`config.mk`:
```
export PLATFORM = sky130hd
export DESIGN_NAME = ivs_vector_selector
export DESIGN_NICKNAME = d
export VERILOG_FILES = /design/src/ivs_pkg.sv /design/src/ivs_vector_selector.sv
export VERILOG_INCLUDE_DIRS = /design/src
export SDC_FILE = /design/constraint.sdc
export NUM_CORES = 1
export LEC_CHECK = 0
export CORE_MARGIN = 2
export CORE_UTILIZATION = 58
export CTS_CLUSTER_SIZE = 14
export DETAILED_ROUTE_END_ITERATION = 8
export DONT_BUFFER_PORTS = 1
export PLACE_DENSITY = 0.76
export SETUP_SLACK_MARGIN = 0.15
export SLEW_MARGIN = 20
export SYNTH_ARGS = -nofsm -noshare
export SYNTH_HDL_FRONTEND = slang
export SYNTH_SLANG_ARGS = --single-unit
```
`constraint.sdc`:
```
create_clock -name aclk -period 8.5 [get_ports aclk]
set_input_delay 0.85 -clock aclk [delete_from_list [all_inputs] [get_ports aclk]]
set_output_delay 0.85 -clock aclk [all_outputs]
set_load 0.01 [all_outputs]
```
`src/ivs_params.svh`:
```
// Purpose: constants for the interrupt vector selector
// Assumes: AXI4-Lite, 32-bit data, byte addresses
// Notes:   program addresses are 24 bits wide
`ifndef IVS_PARAMS_SVH
`define IVS_PARAMS_SVH
`define IVS_OFF_CTRL2      8'h00
`define IVS_OFF_REQ0       8'h04
`define IVS_OFF_EN0        8'h08
`define IVS_OFF_PRIO0      8'h0C
`define IVS_OFF_VECSTAT    8'h10
`define IVS_OFF_IRQSTAT    8'h14
`define IVS_OFF_IRQMASK    8'h18
`define IVS_ALT_BIT        15
`define IVS_TRAP_BASE      24'h000004
`define IVS_IRQ_BASE       24'h000014
`define IVS_ALT_OFFSET     24'h000100
`define IVS_RESET_PC       24'h000000
`define IVS_NUM_TRAPS      8
`define IVS_NUM_SRC        16
`define IVS_PRIO_W         3
`endif

```
`src/ivs_pkg.sv`:
```
// Purpose: types for the interrupt vector selector
// Assumes: none
// Notes:   fetch request and answer travel as structs
package ivs_pkg;
	typedef logic [23:0] ivs_addr_t;
	typedef struct packed {
		logic       valid;
		logic       is_trap;
		logic [6:0] number;
	} ivs_fetch_req_s;
	typedef struct packed {
		logic      valid;
		logic      alt;
		ivs_addr_t addr;
	} ivs_fetch_rsp_s;
	typedef enum logic [0:0] {
		IVS_IDLE = 1'b0,
		IVS_HOLD = 1'b1
	} ivs_state_e;
endpackage

```
`src/ivs_vector_selector.sv`:
```
// Purpose: vector address generation with primary/alternate table select
// Assumes: one clock, synchronous active-low reset, AXI4-Lite slave
// Notes:   sixteen sources modelled (flag/enable register 0); only priority register 0 is writable, so sources 8..15 never win
`timescale 1ns/1ps
`include "ivs_params.svh"
module ivs_vector_selector #(
	parameter int NSRC = `IVS_NUM_SRC
) (
	input  wire logic                  aclk,
	input  wire logic                  aresetn,
	input  wire logic [7:0]            s_axi_awaddr,
	input  wire logic                  s_axi_awvalid,
	output logic                       s_axi_awready,
	input  wire logic [31:0]           s_axi_wdata,
	input  wire logic [3:0]            s_axi_wstrb,
	input  wire logic                  s_axi_wvalid,
	output logic                       s_axi_wready,
	output logic [1:0]                 s_axi_bresp,
	output logic                       s_axi_bvalid,
	input  wire logic                  s_axi_bready,
	input  wire logic [7:0]            s_axi_araddr,
	input  wire logic                  s_axi_arvalid,
	output logic                       s_axi_arready,
	output logic [31:0]                s_axi_rdata,
	output logic [1:0]                 s_axi_rresp,
	output logic                       s_axi_rvalid,
	input  wire logic                  s_axi_rready,
	input  wire logic [NSRC-1:0]       src_event,
	input  wire ivs_pkg::ivs_fetch_req_s fetch_req,
	input  wire logic                  fetch_done,
	output ivs_pkg::ivs_fetch_rsp_s    fetch_rsp,
	output logic [23:0]                reset_pc,
	output logic                       irq
);
	logic        alt_q;
	logic [15:0] req_q, en_q, prio_q0, prio_q1, prio_q2, prio_q3;
	logic [1:0]  ist_q, imask_q;
	logic [6:0]  best_num_q;
	logic        best_valid_q;
	logic        aw_held_q, w_held_q, bvalid_q, rvalid_q;
	logic [7:0]  awaddr_q;
	logic [31:0] wdata_q, rdata_q;
	logic [1:0]  bresp_q, rresp_q;
	ivs_pkg::ivs_state_e state_q;
	ivs_pkg::ivs_fetch_rsp_s rsp_q;

	// Vector slot address for a trap or interrupt in the chosen table
	function automatic ivs_pkg::ivs_addr_t slot_addr(input logic trap, input logic [6:0] n,
		input logic alt);
		ivs_pkg::ivs_addr_t base;
		base = trap ? `IVS_TRAP_BASE : `IVS_IRQ_BASE;
		slot_addr = base + {16'h0000, n, 1'b0} + (alt ? `IVS_ALT_OFFSET : 24'h000000);
	endfunction

	// Priority field of source n
	function automatic logic [2:0] prio_of(input logic [3:0] n);
		logic [15:0] r;
		r = (n[3:2] == 2'h0) ? prio_q0 : (n[3:2] == 2'h1) ? prio_q1 :
		    (n[3:2] == 2'h2) ? prio_q2 : prio_q3;
		prio_of = r[{n[1:0], 2'b00} +: 3];
	endfunction

	wire wr_go = aw_held_q && w_held_q && !bvalid_q;
	wire rd_go = s_axi_arvalid && !rvalid_q;
	assign s_axi_awready = !aw_held_q && !bvalid_q;
	assign s_axi_wready  = !w_held_q && !bvalid_q;
	assign s_axi_arready = !rvalid_q;
	assign s_axi_bvalid  = bvalid_q;
	assign s_axi_bresp   = bresp_q;
	assign s_axi_rvalid  = rvalid_q;
	assign s_axi_rdata   = rdata_q;
	assign s_axi_rresp   = rresp_q;
	assign fetch_rsp     = rsp_q;
	// fetch begins at address zero after reset
	assign reset_pc      = `IVS_RESET_PC;
	assign irq           = |(ist_q & imask_q);

	wire [15:0] pend = req_q & en_q;
	wire wr_ctrl = wr_go && awaddr_q == `IVS_OFF_CTRL2;
	wire wr_req  = wr_go && awaddr_q == `IVS_OFF_REQ0;
	wire wr_en   = wr_go && awaddr_q == `IVS_OFF_EN0;
	wire wr_pr   = wr_go && awaddr_q[7:4] == 4'h0 && awaddr_q[3:2] == 2'h3;
	wire wr_ist  = wr_go && awaddr_q == `IVS_OFF_IRQSTAT;
	wire wr_msk  = wr_go && awaddr_q == `IVS_OFF_IRQMASK;
	wire wr_known = wr_ctrl || wr_req || wr_en || wr_pr || wr_ist || wr_msk ||
		(awaddr_q >= 8'h0C && awaddr_q <= 8'h18 && awaddr_q[1:0] == 2'h0);

	// Highest priority pending source; ties go to lower number
	logic [6:0] win_num;
	logic       win_valid;
	logic [2:0] win_prio;
	always_comb begin
		win_num = 7'h00;
		win_valid = 1'b0;
		win_prio = 3'h0;
		// strict greater keeps the lower vector on a tie
		for (int i = 0; i < NSRC; i++) begin
			if (pend[i] && prio_of(4'(i)) != 3'h0 && (!win_valid || prio_of(4'(i)) > win_prio)) begin
				win_valid = 1'b1;
				win_prio = prio_of(4'(i));
				win_num = 7'(i);
			end
		end
	end

	logic [31:0] rd_val;
	logic        rd_ok;
	always_comb begin
		rd_ok = 1'b1;
		if (s_axi_araddr == `IVS_OFF_CTRL2)
			rd_val = {16'h0000, alt_q, 15'h0000};
		else if (s_axi_araddr == `IVS_OFF_REQ0)
			rd_val = {16'h0000, req_q};
		else if (s_axi_araddr == `IVS_OFF_EN0)
			rd_val = {16'h0000, en_q};
		else if (s_axi_araddr == `IVS_OFF_PRIO0)
			rd_val = {prio_q1, prio_q0};
		else if (s_axi_araddr == `IVS_OFF_VECSTAT)
			rd_val = {prio_q3[7:0], prio_q2[7:0], 7'h00, best_valid_q, 1'b0, best_num_q};
		else if (s_axi_araddr == `IVS_OFF_IRQSTAT)
			rd_val = {30'h0, ist_q};
		else if (s_axi_araddr == `IVS_OFF_IRQMASK)
			rd_val = {30'h0, imask_q};
		else begin
			rd_val = 32'h00000000;
			rd_ok = 1'b0;
		end
	end

	wire fetch_start = fetch_req.valid && state_q == ivs_pkg::IVS_IDLE;
	wire new_best = win_valid && (!best_valid_q || win_num != best_num_q);

	always_ff @(posedge aclk) begin
		if (!aresetn) begin
			aw_held_q <= 1'b0;
			w_held_q  <= 1'b0;
			bvalid_q  <= 1'b0;
			rvalid_q  <= 1'b0;
			awaddr_q  <= 8'h00;
			wdata_q   <= 32'h00000000;
			rdata_q   <= 32'h00000000;
			bresp_q   <= 2'h0;
			rresp_q   <= 2'h0;
		end else begin
			if (s_axi_awvalid && s_axi_awready) begin
				aw_held_q <= 1'b1;
				awaddr_q  <= {s_axi_awaddr[7:2], 2'b00};
			end
			if (s_axi_wvalid && s_axi_wready) begin
				w_held_q <= 1'b1;
				wdata_q  <= s_axi_wdata;
			end
			if (wr_go) begin
				aw_held_q <= 1'b0;
				w_held_q  <= 1'b0;
				bvalid_q  <= 1'b1;
				bresp_q   <= wr_known ? 2'h0 : 2'h2;
			end else if (s_axi_bready)
				bvalid_q <= 1'b0;
			if (rd_go) begin
				rvalid_q <= 1'b1;
				rdata_q  <= rd_val;
				rresp_q  <= rd_ok ? 2'h0 : 2'h2;
			end else if (s_axi_rready)
				rvalid_q <= 1'b0;
		end
	end

	// reset clears everything; no vector fetched by it
	always_ff @(posedge aclk) begin
		if (!aresetn) begin
			alt_q <= 1'b0;
			req_q <= 16'h0000;
			en_q  <= 16'h0000;
			prio_q0 <= 16'h0000;
			prio_q1 <= 16'h0000;
			prio_q2 <= 16'h0000;
			prio_q3 <= 16'h0000;
			ist_q <= 2'h0;
			imask_q <= 2'h0;
			best_num_q <= 7'h00;
			best_valid_q <= 1'b0;
			state_q <= ivs_pkg::IVS_IDLE;
			rsp_q <= '0;
		end else begin
			// selection changes only on a register write
			if (wr_ctrl && s_axi_wstrb[1])
				alt_q <= wdata_q[`IVS_ALT_BIT];
			if (wr_en) en_q <= wdata_q[15:0];
			// Events set flags; set wins over a software write
			req_q <= (wr_req ? wdata_q[15:0] : req_q) | src_event;
			if (wr_pr && awaddr_q == `IVS_OFF_PRIO0) begin
				prio_q0 <= wdata_q[15:0] & 16'h7777;
				prio_q1 <= wdata_q[31:16] & 16'h7777;
			end
			if (wr_msk) imask_q <= wdata_q[1:0];
			best_num_q <= win_num;
			best_valid_q <= win_valid;
			// Bit0 new winner, bit1 fetch served; write one clears, set wins
			ist_q <= (ist_q & ~(wr_ist ? wdata_q[1:0] : 2'h0)) |
				{fetch_start, new_best};
			case (state_q)
				ivs_pkg::IVS_IDLE: begin
					if (fetch_req.valid) begin
						// table latched when the fetch starts
						rsp_q.valid <= 1'b1;
						rsp_q.alt   <= alt_q;
						rsp_q.addr  <= slot_addr(fetch_req.is_trap, fetch_req.number, alt_q);
						state_q <= ivs_pkg::IVS_HOLD;
					end
				end
				ivs_pkg::IVS_HOLD: begin
					if (fetch_done) begin
						rsp_q.valid <= 1'b0;
						state_q <= ivs_pkg::IVS_IDLE;
					end
				end
				default: state_q <= ivs_pkg::IVS_IDLE;
			endcase
		end
	end
endmodule // ivs_vector_selector
```
Word level (Yosys, flattened, before mapping)
Cells that the tools add are included.

Input bits: 85. Register bits: 173. Logic and storage cells: 185.

Magnitude comparators: 9. Bitwise operators: 8. Add/sub/neg operators: 2. Multiplexer cells: 52. Reductions and logical operators: 77. Equal/unequal tests: 15.

Operators with widths (number): 2-to-1 mux 31 bit (4); 2-to-1 mux 7 bit (5); logical AND 1 bit (34); 2-to-1 mux 26 bit (1); equality test 8 x 5 -> 1 bit (second input constant) (3); nonzero test 3 bit (8); 2-to-1 mux 1 bit (23); > comparator 3 bit (7); 2-to-1 mux 3 bit (7); 2-to-1 mux 9 bit (2); equality test 8 x 4 -> 1 bit (second input constant) (2); zero test 8 bit (2); 2-to-1 mux 16 bit (1); bitwise OR 16 bit (1); logical OR 1 bit (14); equality test 6 x 2 -> 1 bit (second input constant) (2); equality test 6 x 3 -> 1 bit (second input constant) (2); zero test 1 bit (12); 2-to-1 mux 2 bit (6); adder 9 x 9 -> 10 bit (1); adder 5 x 8 -> 9 bit (1); bitwise AND 8 bit (1); equality test 8 x 3 -> 1 bit (second input constant) (1); >= comparator 8 x 4 -> 1 bit (second input constant) (1); 15 further kinds (22).

Depth between registers and ports, before layout
Word-level depth: 35. Gate-level depth with buffers: 55.

Least setup slack after synthesis
Ideal clock, no wire load.

Path kind: reg-to-reg. From: reg en_q[0]. To: reg ist_q[0]. Required time: 8366 ps. Cell stages (with the launch flop): 49. Library setup time: 134 ps. Period minus slack after synthesis: 9036 ps. Arrival: 8902 ps. Path slack: -536 ps. Path through: dfxtp_1 -> nand3_1 -> ha_1 -> a31oi_1 -> a21o_1 -> a21boi_0 -> or2_2 -> ha_1 -> a211oi_1 -> a2bb2oi_2 -> or2_1 -> o21ai_0 -> nand2_1 -> ha_1 -> nor2b_1 -> o21a_1 -> o21ai_0 -> a21o_1 -> [... 13 more ...] -> o21a_1 -> a21oi_1 -> ha_1 -> nor2b_1 -> o21a_1 -> o21ai_0 -> nand2_1 -> nand2_1 -> nor2_1 -> a21o_1 -> ha_1 -> a21o_1 -> a21oi_1 -> a311oi_1 -> or2_2 -> a311oi_2 -> xor2_1 -> a41oi_1.

Cells in the longest elaborated chain, start to end: 35. Elaborated cells between the ends (all ways): 56. Classes of those cells: 7 x order compare; 1 x eq/ne; 22 x mux; 2 x bitwise; 24 x reduce/logical.

RTL lines: start, declared (line ivs_vector_selector.sv:36) `logic [15:0] req_q, en_q, prio_q0, prio_q1, prio_q2, prio_q3;`; start signal, assigned (line ivs_vector_selector.sv:189) `if (wr_en) en_q <= wdata_q[15:0];`; bitwise AND 8 bit (*) (line ivs_vector_selector.sv:78) `wire [15:0] pend = req_q & en_q;`; logical AND 1 bit (*) (line ivs_vector_selector.sv:98) `if (pend[i] && prio_of(4'(i)) != 3'h0 && (!win_valid || prio_of(4'(i)) > win_prio)) begin`; 2-to-1 mux 3 bit or 2-to-1 mux 1 bit (tied branches) (line ivs_vector_selector.sv:98); > comparator 3 bit or zero test 1 bit (tied branches) (line ivs_vector_selector.sv:98); logical OR 1 bit (line ivs_vector_selector.sv:98); logical AND 1 bit (line ivs_vector_selector.sv:98); 2-to-1 mux 3 bit or 2-to-1 mux 1 bit (tied branches) (line ivs_vector_selector.sv:98); > comparator 3 bit or zero test 1 bit (tied branches) (line ivs_vector_selector.sv:98); [... 19 more ...]; > comparator 3 bit or zero test 1 bit (tied branches) (line ivs_vector_selector.sv:98); logical OR 1 bit (line ivs_vector_selector.sv:98); logical AND 1 bit (line ivs_vector_selector.sv:98); 2-to-1 mux 7 bit (line ivs_vector_selector.sv:98); != test 7 bit (line ivs_vector_selector.sv:131) `wire new_best = win_valid && (!best_valid_q || win_num != best_num_q);`; logical OR 1 bit (line ivs_vector_selector.sv:131); logical AND 1 bit (*) (line ivs_vector_selector.sv:131); bitwise OR 2 bit (*) (line ivs_vector_selector.sv:200) `ist_q <= (ist_q & ~(wr_ist ? wdata_q[1:0] : 2'h0)) |`; end signal, assigned (line ivs_vector_selector.sv:200); end, declared (line ivs_vector_selector.sv:37) `logic [1:0] ist_q, imask_q;`.

Mark *: on every way between the ends. The rest lies on a longest branch, timed or not. A chain may end at the register's enable or synchronous reset.

Final worst setup path
From: reg en_q[0]. To: reg best_num_q[0].

Cells in the longest elaborated chain, start to end: 31. Elaborated cells between the ends (all ways): 51. Classes of those cells: 7 x order compare; 21 x mux; 1 x bitwise; 22 x reduce/logical.

RTL lines: bitwise AND 8 bit (*) (line ivs_vector_selector.sv:78); logical AND 1 bit (*) (line ivs_vector_selector.sv:98); 2-to-1 mux 3 bit or 2-to-1 mux 1 bit (tied branches) (line ivs_vector_selector.sv:98); > comparator 3 bit or zero test 1 bit (tied branches) (line ivs_vector_selector.sv:98); logical OR 1 bit (line ivs_vector_selector.sv:98); logical AND 1 bit (line ivs_vector_selector.sv:98); 2-to-1 mux 3 bit or 2-to-1 mux 1 bit (tied branches) (line ivs_vector_selector.sv:98); > comparator 3 bit or zero test 1 bit (tied branches) (line ivs_vector_selector.sv:98); [... 15 more ...]; > comparator 3 bit or zero test 1 bit (tied branches) (line ivs_vector_selector.sv:98); logical OR 1 bit (line ivs_vector_selector.sv:98); logical AND 1 bit (line ivs_vector_selector.sv:98); 2-to-1 mux 3 bit or 2-to-1 mux 1 bit (tied branches) (line ivs_vector_selector.sv:98); > comparator 3 bit or zero test 1 bit (tied branches) (line ivs_vector_selector.sv:98); logical OR 1 bit (line ivs_vector_selector.sv:98); logical AND 1 bit (line ivs_vector_selector.sv:98); 2-to-1 mux 7 bit (*) (line ivs_vector_selector.sv:98); end signal, assigned (line ivs_vector_selector.sv:197) `best_num_q <= win_num;`; end, declared (line ivs_vector_selector.sv:38) `logic [6:0] best_num_q;`.

Marked as above.

==> metrics <==
status finished with violations; failing checks negative setup slack; period utilisation layout 1.03; Leak between 3 and 4 nW; combinational share of power 0.056; GRT Util Overall 0.285; Root Buffer clkbuf_16; Synth Instances around 860; Yosys reg bits between 100 and 150; # IOs 177; type of origin of the critical path register; vias per cell between 5 and 6; worst hold start wdata_q[17]$_SDFFE_PN0P_; Vias about 6300; die width around 120 µm; vias in the first global route 6230; post-synthesis simple-gate area fraction 0.186; hold-critical path depth 2; largest net degree at the start of global routing ~150; # setup viols final 2; post-synth top area cell dfxtp_1; mapped cell area roughly 7500 µm²; Yosys warnings 0; Initial Util 0.594; Critical Path Start en_q[0]$_SDFFE_PN0P_; worst skew pair latency 0.42 ns; NumNets Final between 900 and 1000; most frequent cells in the layout 165 x nand2_1, 140 x dfxtp_1, 73 x a21boi_0; Clock Skew around 0.006 ns; GP Congestion approximately 0.87; port bufs 0; Worst Path Arrival approximately 9.1 ns; Clock Path Buffers 2; VDD IR-drop max 0.149 mV; DP Area slightly below 8000 µm²; FFs w/ async S/R, synth 0; die height 117 µm; Finished Cell Area slightly below 9000 µm²; Storage cell area around 2900 µm²; Primary FF master, synth dfxtp_1; critical path class register to register; Reg power frac 0.465; Worst setup EP type register; die area 13800 µm²; internal power around 1.2 mW; adder-cell share of the synthesized area 0.0386; synthesized area per cell about 8.7 µm²; total wire length slightly below 20 mm; sequential share of the synthesized area 0.389; Slew headroom 0.265; pwr/cell area between 150 and 200 nW/µm²; Synth Area in Compound Gates 0.229; Pre-Repair DR Iteration Count 5; CTS tree done; placed wire-length estimate ~13 mm; Sink Count approximately 150; pre-CTS setup slack -0.639 ns; WL/cell ~18 µm; sw power 0.353 mW; global-route wire length before repair 31.3 mm; synth top area cells dfxtp_1 39%, nand2_1 8.4%, a21boi_0 7.5%; reg2reg start en_q[0]$_SDFFE_PN0P_; fillers between 900 and 1000; Critical Path Most Common Cell ha_4; library cells used by synthesis between 60 and 70; Peak Freq roughly 110 MHz; largest family of logic cells by synthesized area compound AO/OA/AOI/OAI gates; most common cell after layout, fill and taps aside nand2_1; grt total ovfl 0; area grow syn2layout 17.2%; Largest stage delay, worst path 0.42 ns; layout cells sized above 1 0.216; number of enable flip-flop cells after synthesis 0; Core ar. approximately 13000 µm²; Diodes inserted 0; Worst-path clk slew ~0.06 ns; Multi-input gate area around 4500 µm²; H-tree Lvls 4; XOR/XNOR Fraction of Synth Area 0.00704; final setup margin -0.289 ns; max-slew violation count 0; sw frac 0.226; cells on worst reg2reg path 51; pin slew with the least headroom to its limit roughly 1.1 ns; Power Total approximately 1.6 mW; Routed Antenna Nets 0; fin crit period between 8 and 9 ns; # rows 41; crit-path max FO 6; slowest CP cell or3_4; Tightest Hold Check Type register to register; RSZ-0062 raised after global routing yes; initial antenna violation count 0; DRC Markers 0; clock network fraction of total power 0.479; initial drt markers around 430; multiplexer share of the synthesized area 0.0664; Synth top area share 0.389; max_cap viols 0; Fin. Hold Viols 0; critical path required time around 8.8 ns; CTS Buf Count 17
[sequential cells by signal, summed over array words and instances (netlist names), 2 cells and up]
signal / flops
awaddr_q: 6
best_num_q: 3
s_axi_rdata: 28
wdata_q: 28
prio_q1: 12
req_q: 16
en_q: 16
ist_q: 2
prio_q0: 12
fetch_rsp: 11
imask_q: 2
[path summary, 6_finish.rpt]
kind                            slack (ns)                  endpoint
worst max-delay path                 -0.29  best_num_q[0]$_SDFF_PN0_
worst min register to register        0.46  wdata_q[17]$_SDFFE_PN0P_
worst max register to register       -0.29  best_num_q[0]$_SDFF_PN0_
worst min-delay path                  0.46  wdata_q[17]$_SDFFE_PN0P_
[cells by family after synthesis]
logic type               count (synthesis)
AND/OR/NAND/NOR                        294
AO/OA/AOI/OAI                          226
flip-flops                             145
buffers and inverters                  117
multiplexers                            45
adder cells (fa/ha/maj)                 23
XOR/XNOR                                 6
other                                    1
[Yosys cell counts, types with 7 or more instances]
cell type / count
o21ai_0: 15
o21a_1: 23
nand3_1: 15
inv_1: 22
dfxtp_1: 145
buf_4: 45
nor3_1: 18
clkbuf_1: 39
a31oi_1: 7
a21o_1: 7
mux2i_1: 15
nor2b_1: 46
nor2_1: 17
mux2_2: 25
a21oi_1: 29
o211a_1: 7
nand2_1: 167
a22oi_1: 28
ha_1: 23
a21boi_0: 75
[layout make-up]
| class | count | area share |
|---|---|---|
| clock inverter | 8 | 0.0114 |
| clock buffer | 23 | 0.0570 |
| inverter | 23 | 0.00987 |
| timing repair buffer | 61 | 0.0540 |
| tap | 172 | 0.0246 |
| sequential | 145 | 0.333 |
| multi-input combinational | 639 | 0.510 |
[power groups by stage]
stage / Combinational [mW] / Clock (mW) / Sequential [mW]
after detailed placement: 0.0854 / 0 / 0.741
after CTS: 0.0862 / 0.751 / 0.726
after floorplan: 0.0997 / 0 / 0.732
after global routing: 0.0975 / 0.787 / 0.729
final: 0.0879 / 0.749 / 0.727
after global placement: 0.0821 / 0 / 0.739
[worst max-delay path, delay by kind of cell, from the launching register on]
kind            cells  cell delay (ns)
mux                 1             0.35
simple gates       14             2.09
buf+inv             3             0.25
fa+ha+maj           7             1.50
compound gates     26             4.10
flops               1             0.39
[through the flow]
step	setup TNS, ns	util	instances	hold WS [ns]
floorplan	-0.0778	-	901	0.436
global placement	-0.642	0.615	1024	0.446
detailed placement	-1.88	0.615	1024	0.458
CTS	-0.394	0.688	1064	0.465
global route	-1.90	0.696	1071	0.481
finish	-0.578	0.696	1071	0.464
[layer usage]
layer	wire length, µm	up-vias	GRT usage
met5	0	-	0
met4	461	0	0.100
met3	1480	47	0.0798
met2	9850	280	0.511
met1	7830	2986	0.324
li1	-	2956	-
[timing repair]
item | CTS | global route
setup buffers | 9 | 6
setup endpoints to repair | 4 | 4
hold buffers | 0 | 0
resized for setup | 46 | 9
pin swaps | 43 | 11
Power figures use the tool's default switching activity.
